$ cat src/jps_pkg.sv
package jps_pkg;

   localparam int unsigned ADDR_W = 5;
   localparam int unsigned DATA_W = 8;
   localparam int unsigned MAG_W  = 6;

   localparam logic [4:0] ADDR_ATTEN_CTRL  = 5'h18;
   localparam logic [4:0] ADDR_EQ_CTRL     = 5'h19;
   localparam logic [4:0] ADDR_SHAPE_FIRST = 5'h1C;
   localparam logic [4:0] ADDR_SHAPE_SECOND = 5'h1D;
   localparam logic [4:0] ADDR_SHAPE_THIRD = 5'h1E;
   localparam logic [4:0] ADDR_SHAPE_FOURTH = 5'h1F;

   // Field positions
   localparam int unsigned ATTEN_DEPTH_LSB = 2;
   localparam int unsigned ATTEN_CLEAR_BIT = 1;
   localparam int unsigned EQ_DISABLE_BIT  = 7;
   localparam int unsigned EQ_ONE_BIT      = 6;
   localparam int unsigned EQ_TWO_BIT      = 5;
   localparam int unsigned SHAPE_SIGN_BIT  = 6;

   // Writable bits; all else reads zero
   localparam logic [7:0] ATTEN_MASK = 8'h1E;
   localparam logic [7:0] EQ_MASK    = 8'hE0;
   localparam logic [7:0] SHAPE_MASK = 8'h7F;
   localparam logic [7:0] RESET_VAL  = 8'h00;

   localparam logic [7:0] ATTEN_DEPTH_STEP = 8'h10;
   localparam int unsigned SHAPE_SLOTS = 4;

   typedef enum logic [1:0] {
      JPS_EQ_AUTO = 2'b00,
      JPS_EQ_FLAT = 2'b01,
      JPS_EQ_ONE  = 2'b10,
      JPS_EQ_TWO  = 2'b11
   } jps_eq_mode_type;

   typedef struct packed {
      logic             sign;
      logic [MAG_W-1:0] mag;
   } jps_shape_level_type;

   typedef struct packed {
      logic              wr;
      logic              rd;
      logic [ADDR_W-1:0] addr;
      logic [DATA_W-1:0] wdata;
   } jps_host_req_type;

endpackage

$ cat src/jps_ctrl_regs.sv
// Notes on behaviour
// - Depth field gives 16 times (code+1) words
// - Clear bit resets attenuator pointers and status
// - Clear leaves stored FIFO data untouched
// - Auto-disable zero runs automatic equalizer
// - Disabled with one-stage bit picks 6 dB
// - Else two-stage bit picks 12 dB
// - First level magnitude in bits 5..0
// - Bit 6 is sign, one means positive
// - Second level coefficient for second quarter
// - Third level coefficient for third quarter
// - Fourth level coefficient for final quarter
`timescale 1ns/1ps
`default_nettype none

module jps_ctrl_regs (
   input  wire logic                        i_sys_clk,
   input  wire logic                        i_resetn,
   input  wire jps_pkg::jps_host_req_type   i_host_req,
   output logic [jps_pkg::DATA_W-1:0]       o_rdata,
   output logic [7:0]                       o_atten_depth_words,
   output logic                             o_atten_clear,
   output jps_pkg::jps_eq_mode_type         o_eq_mode,
   output jps_pkg::jps_shape_level_type     o_shape_first,
   output jps_pkg::jps_shape_level_type     o_shape_second,
   output jps_pkg::jps_shape_level_type     o_shape_third,
   output jps_pkg::jps_shape_level_type     o_shape_fourth
);
   import jps_pkg::*;

   logic                      rst_meta_q;
   logic                      rst_sync_q;
   logic [DATA_W-1:0]         atten_q;
   logic [DATA_W-1:0]         atten_d;
   logic [DATA_W-1:0]         eq_q;
   logic [DATA_W-1:0]         eq_d;
   logic [DATA_W-1:0]         shape_q [SHAPE_SLOTS];
   logic [DATA_W-1:0]         shape_d [SHAPE_SLOTS];
   logic [DATA_W-1:0]         rdata_q;
   logic [DATA_W-1:0]         rdata_d;
   logic [2:0]                depth_code;
   logic [7:0]                depth_words_q;
   jps_eq_mode_type           eq_mode_q;
   logic                      wr_atten;
   logic                      wr_eq;
   logic [SHAPE_SLOTS-1:0]    wr_shape;

   // Slot index to register address
   function automatic logic [4:0] shape_addr(input int unsigned idx);
      case (idx)
         0: shape_addr = ADDR_SHAPE_FIRST;
         1: shape_addr = ADDR_SHAPE_SECOND;
         2: shape_addr = ADDR_SHAPE_THIRD;
         default: shape_addr = ADDR_SHAPE_FOURTH;
      endcase
   endfunction

   // Write strobe for one address
   function automatic logic hit(input jps_host_req_type r,
                                input logic [4:0]       a);
      hit = r.wr && (r.addr == a);
   endfunction

   // Depth in words: one step per code count, plus one step
   function automatic logic [7:0] depth_of(input logic [2:0] code);
      depth_of = ATTEN_DEPTH_STEP * ({5'h00, code} + 8'h01);
   endfunction

   // One-stage outranks two-stage; neither leaves the path flat
   function automatic jps_eq_mode_type eq_decode(input logic [7:0] ctrl);
      if (!ctrl[EQ_DISABLE_BIT]) begin
         eq_decode = JPS_EQ_AUTO;
      end else if (ctrl[EQ_ONE_BIT]) begin
         eq_decode = JPS_EQ_ONE;
      end else if (ctrl[EQ_TWO_BIT]) begin
         eq_decode = JPS_EQ_TWO;
      end else begin
         eq_decode = JPS_EQ_FLAT;
      end
   endfunction

   // Sign in bit 6, magnitude MSB in bit 5
   function automatic jps_shape_level_type level_of(input logic [7:0] b);
      level_of = '{sign: b[SHAPE_SIGN_BIT], mag: b[MAG_W-1:0]};
   endfunction

   // Reset asserts at once but is released through two flops,
   // so no register leaves reset on an edge near the release
   always_ff @(posedge i_sys_clk or negedge i_resetn) begin
      if (!i_resetn) begin
         rst_meta_q <= 1'b0;
         rst_sync_q <= 1'b0;
      end else begin
         rst_meta_q <= 1'b1;
         rst_sync_q <= rst_meta_q;
      end
   end

   // Write strobes, one per register
   assign wr_atten = hit(i_host_req, ADDR_ATTEN_CTRL);
   assign wr_eq    = hit(i_host_req, ADDR_EQ_CTRL);

   // Next values; masks keep unused bits at zero
   always_comb begin
      atten_d = atten_q;
      if (wr_atten) begin
         atten_d = i_host_req.wdata & ATTEN_MASK;
      end
   end

   always_comb begin
      eq_d = eq_q;
      if (wr_eq) begin
         eq_d = i_host_req.wdata & EQ_MASK;
      end
   end

   always_ff @(posedge i_sys_clk or negedge rst_sync_q) begin
      if (!rst_sync_q) begin
         atten_q <= RESET_VAL;
      end else begin
         atten_q <= atten_d;
      end
   end

   always_ff @(posedge i_sys_clk or negedge rst_sync_q) begin
      if (!rst_sync_q) begin
         eq_q <= RESET_VAL;
      end else begin
         eq_q <= eq_d;
      end
   end

   // One register per quarter of the bit cell
   genvar g;
   generate
      for (g = 0; g < SHAPE_SLOTS; g++) begin : g_shape
         assign wr_shape[g] = hit(i_host_req, shape_addr(g));

         always_comb begin
            shape_d[g] = shape_q[g];
            if (wr_shape[g]) begin
               shape_d[g] = i_host_req.wdata & SHAPE_MASK;
            end
         end

         always_ff @(posedge i_sys_clk or negedge rst_sync_q) begin
            if (!rst_sync_q) begin
               shape_q[g] <= RESET_VAL;
            end else begin
               shape_q[g] <= shape_d[g];
            end
         end
      end
   endgenerate

   // Derived outputs load from the next values, so they move on the
   // same edge as their control byte rather than one cycle later;
   // the cost is one decode in front of each of their flops
   assign depth_code = atten_d[ATTEN_DEPTH_LSB +: 3];

   always_ff @(posedge i_sys_clk or negedge rst_sync_q) begin
      if (!rst_sync_q) begin
         depth_words_q <= ATTEN_DEPTH_STEP;
      end else begin
         depth_words_q <= depth_of(depth_code);
      end
   end

   always_ff @(posedge i_sys_clk or negedge rst_sync_q) begin
      if (!rst_sync_q) begin
         eq_mode_q <= JPS_EQ_AUTO;
      end else begin
         eq_mode_q <= eq_decode(eq_d);
      end
   end

   // Depth leaves from a flop
   assign o_atten_depth_words = depth_words_q;

   // Held while the bit is one; the FIFO owner resets pointers and
   // status only, storage has no reset path so old words survive.
   assign o_atten_clear = atten_q[ATTEN_CLEAR_BIT];

   // Decoded mode leaves from a flop
   assign o_eq_mode = eq_mode_q;

   // One coefficient per quarter of the bit cell
   assign o_shape_first  = level_of(shape_q[0]);
   assign o_shape_second = level_of(shape_q[1]);
   assign o_shape_third  = level_of(shape_q[2]);
   assign o_shape_fourth = level_of(shape_q[3]);

   // Gaps and unmapped addresses read zero; a read in the same
   // cycle as a write returns the old byte
   always_comb begin
      rdata_d = rdata_q;
      if (i_host_req.rd) begin
         case (i_host_req.addr)
            ADDR_ATTEN_CTRL:   rdata_d = atten_q;
            ADDR_EQ_CTRL:      rdata_d = eq_q;
            ADDR_SHAPE_FIRST:  rdata_d = shape_q[0];
            ADDR_SHAPE_SECOND: rdata_d = shape_q[1];
            ADDR_SHAPE_THIRD:  rdata_d = shape_q[2];
            ADDR_SHAPE_FOURTH: rdata_d = shape_q[3];
            default:           rdata_d = RESET_VAL;
         endcase
      end
   end

   // Read data held until the next read
   always_ff @(posedge i_sys_clk or negedge rst_sync_q) begin
      if (!rst_sync_q) begin
         rdata_q <= RESET_VAL;
      end else begin
         rdata_q <= rdata_d;
      end
   end
   assign o_rdata = rdata_q;

endmodule

`default_nettype wire

$ cat config.mk
export PLATFORM = sky130hd
export DESIGN_NAME = jps_ctrl_regs
export DESIGN_NICKNAME = d
export VERILOG_FILES = /design/src/jps_pkg.sv /design/src/jps_ctrl_regs.sv
export SDC_FILE = /design/constraint.sdc
export NUM_CORES = 1
export LEC_CHECK = 0
export BUFFER_PORTS_ARGS = -buffer_cell sky130_fd_sc_hd__buf_4
export CAP_MARGIN = 25
export CORE_ASPECT_RATIO = 1.5
export CORE_UTILIZATION = 51
export CTS_BUF_LIST = sky130_fd_sc_hd__clkbuf_4
export CTS_CLUSTER_DIAMETER = 30
export DETAILED_ROUTE_END_ITERATION = 10
export PLACE_DENSITY = 0.87
export SYNTH_ARGS = -nofsm -noshare
export SYNTH_HDL_FRONTEND = slang
export SYNTH_SLANG_ARGS = --single-unit
$ cat constraint.sdc
create_clock -name i_sys_clk -period 4.45 [get_ports i_sys_clk]
set_clock_uncertainty 0.05 [all_clocks]
set_input_delay 0 -clock i_sys_clk [delete_from_list [all_inputs] [get_ports i_sys_clk]]
set_output_delay 0 -clock i_sys_clk [all_outputs]
set_load 0.01 [all_outputs]
==> metrics.cfg <==
[finish]
final_area_um2 = 3010
ff_latch_area_um2 = 1280
diodes = 0
fin_nets = 265
fillCellCount = 319
drive_gt1_share_pct = 44.6
multi_input_area_um2 = 997
area_growth_pct = 28.0

[power]
p_sw_uw = 328
p_seq_share_pct = 52.1
swShare_pct = 28.4
pwr-share-comb_pct = 25.7
irDropWorstVdd_v = 0.000261
p_per_area_nw_per_um2 = 383
power_frac_clock_pct = 22.2
p_int_uw = 825
p_leak_uw = 0.00150

[clocking]
post_cts_buffers = 0
clock_latency_ns = 0.37
h-tree-depth = 2
cts.clk_slew.worst_paths_ns = 0.14
cts_buffers = 5
clock-sinks = 51
ctsResizeCount = 0
cts_tree = done
cts-root-buf = clkbuf_4
ctsHoldBuffers = 12
cts_max_path_buffers = 2

[die]
io_pins = 64
dieArea_um2 = 4890
design.core.area_um2 = 4320
die_h_um = 85.1
die_w_um = 57.4
rows = 29
start_util_pct = 54.4

[timing]
finalCritPeriodShare_pct = 33.8
layout_min_cycle_time_ns = 1.50
worstMarginPinSlew_ns = 0.542
setup_violations = 0
fin_setup_tns_ns = 0
fmax_mhz = 666
maxSlewViolCount = 0
fin_hold_ws_ns = 0.0509
rsz0062_at_grt = false
slew_headroom_pct = 63.9
final_hold_viol_count = 0

[route]
routed-wl-met2_um = 2600
drt-total-wl_um = 4930
routedWlPerCell_um = 16.7
top_layer = met4
wirelength_met1_um = 2060
met3_length_um = 198
drc = 4
antenna_left = 0
firstDrtPassIters = 7
drt_iter0_markers = 55
vias = 1678
drt-vias-per-instance = 5.69

[setup_path]
cp.required_ns = 4.72
worst_setup_path_end_kind = register
r2r_setup_slack_ns = 2.95
critical_path_class = register to register
startpoint_type = register
worstPathMaxFanout = 3
arrival_ns = 1.77

[placement]
hpwl_um = 3530
io_buffers = 59
gp_congestion = 0.798
postPlaceCellArea_um2 = 2790

[logic_synthesis]
yosys_warnings = 0
synthCells = 175
ys_seq_area_share_pct = 54.4
synth.avg_cell_area_um2 = 13.4
synthArstFlopShare_pct = 100
synth-seq-cells = 51
syn_area_um2 = 2350
synth_enable_flop_cells = 0
ys.flop_type = dfrtp_1
synth_cell_type_count = 35

[global_route]
antenna_found_initial = 0
gr-total-overflow = 0
grt_pass1_vias = 1573
grt_usage_pct = 21.2
grt_max_degree = 50
grt_pass1_wl_um = 7810

[run_status]
outcome = complete, but fails checks
violations = DRC

[flow_run]
drv_cap = 0

[worst_hold_path]
min_path_type = register to asynchronous set/reset pin

==> cells in the mapped netlist (3+ instances only) <==
cell / n / area, um2
o22ai_1: 7 / 43.8
nand2_1: 5 / 18.8
nand3_1: 4 / 20.0
nor2_1: 4 / 15.0
o21ai_0: 3 / 15.0
mux2i_1: 17 / 170
inv_1: 4 / 15.0
dfrtp_1: 50 / 1250
buf_4: 4 / 30.0
nor2b_1: 4 / 25.0
a221o_1: 6 / 60.1
mux2_2: 33 / 372
buf_6: 3 / 33.8
==> final cells by class <==
| class | count | area share (%) |
|---|---|---|
| Sequential cell | 51 | 42.5 |
| Timing Repair Buffer | 72 | 19.4 |
| Inverter | 4 | 0.499 |
| Clock inverter | 3 | 1.29 |
| Clock buffer | 5 | 1.25 |
| Tap cell | 46 | 1.91 |
| Multi-Input combinational cell | 114 | 33.2 |
==> cell usage in the layout (no fill, tap or decap), types with 2 or more instances in the layout <==
master         count
buf_4             59
dfrtp_1           49
mux2_2            33
mux2i_1           17
dlygate4sd3_1     12
o22ai_1            7
a221o_1            6
nand2_1            5
conb_1             5
clkbuf_4           5
nand3_1            4
inv_1              4
nor2_1             4
nor2b_1            4
o21ai_0            3
xor2_1             2
xnor2_1            2
a21oi_1            2
a221oi_1           2
nor2_2             2
nor2_4             2
nor3_1             2
a22o_1             2
==> metal layers <==
metal,up-vias,GRT usage (%)
li1,784,-
met4,0,8.43
met5,-,0
met3,7,3.66
met1,832,27.5
met2,55,35.0
==> state kept, by name (all words and copies together), names as in the netlist <==
register / cells
o_shape_second: 7
o_shape_third: 7
atten_q: 4
o_shape_fourth: 7
o_rdata: 8
eq_q: 3
rst_sync_q: 1
rst_meta_q: 1
o_atten_depth_words: 4
o_eq_mode: 2
o_shape_first: 7
==> critical path, cell delays in order, from the launching register on <==
cell and delay (ns):
dfrtp_1 0.39, o21ai_0 0.15, a221oi_1 0.28, dlygate4sd3_1 0.58
==> logic make-up (layout without fill, tap and decap cells) <==
| family | after synthesis | in the layout | synth area share, % |
|---|---|---|---|
| compound gates | 24 | 24 | 7.61 |
| xor+xnor | 4 | 4 | 1.49 |
| buf+inv | 13 | 84 | 3.67 |
| flops | 51 | 51 | 54.4 |
| mux | 50 | 50 | 23.1 |
| other cells | 2 | 5 | 0.320 |
| simple gates | 31 | 31 | 9.48 |
==> path summary, 6_finish.rpt <==
kind,startpoint,endpoint,cells after the start
hold reg to reg,rst_sync_q,o_shape_first[2],0
hold / removal,rst_sync_q,o_shape_first[2],0
min in group i_sys_clk,i_host_req[14],eq_q[7],4
setup reg to reg,eq_q[7],o_eq_mode[0],3
setup / recovery,eq_q[7],o_eq_mode[0],3
max in group asynchronous,rst_sync_q,o_atten_depth_words[4],1
==> power by group through the flow <==
stage	combinational (uW)	clock [uW]	sequential (uW)
finish	296	256	601
global route	318	282	611
CTS	289	263	607
detailed placement	278	0	617
global placement	270	0	616
floorplan	116	0	632
==> metrics by stage <==
stage,std cells,setup slack (ns),util (%),power (uW)
6_report,295,2.95,69.7,1150
5_1_grt,295,2.87,69.7,1210
4_1_cts,294,2.95,69.2,1160
3_5_place_dp,274,2.98,64.6,895
3_3_place_gp,274,3.02,64.6,886
2_1_floorplan,178,2.88,-,747
Note: power is estimated with default switching activity, not from simulation.
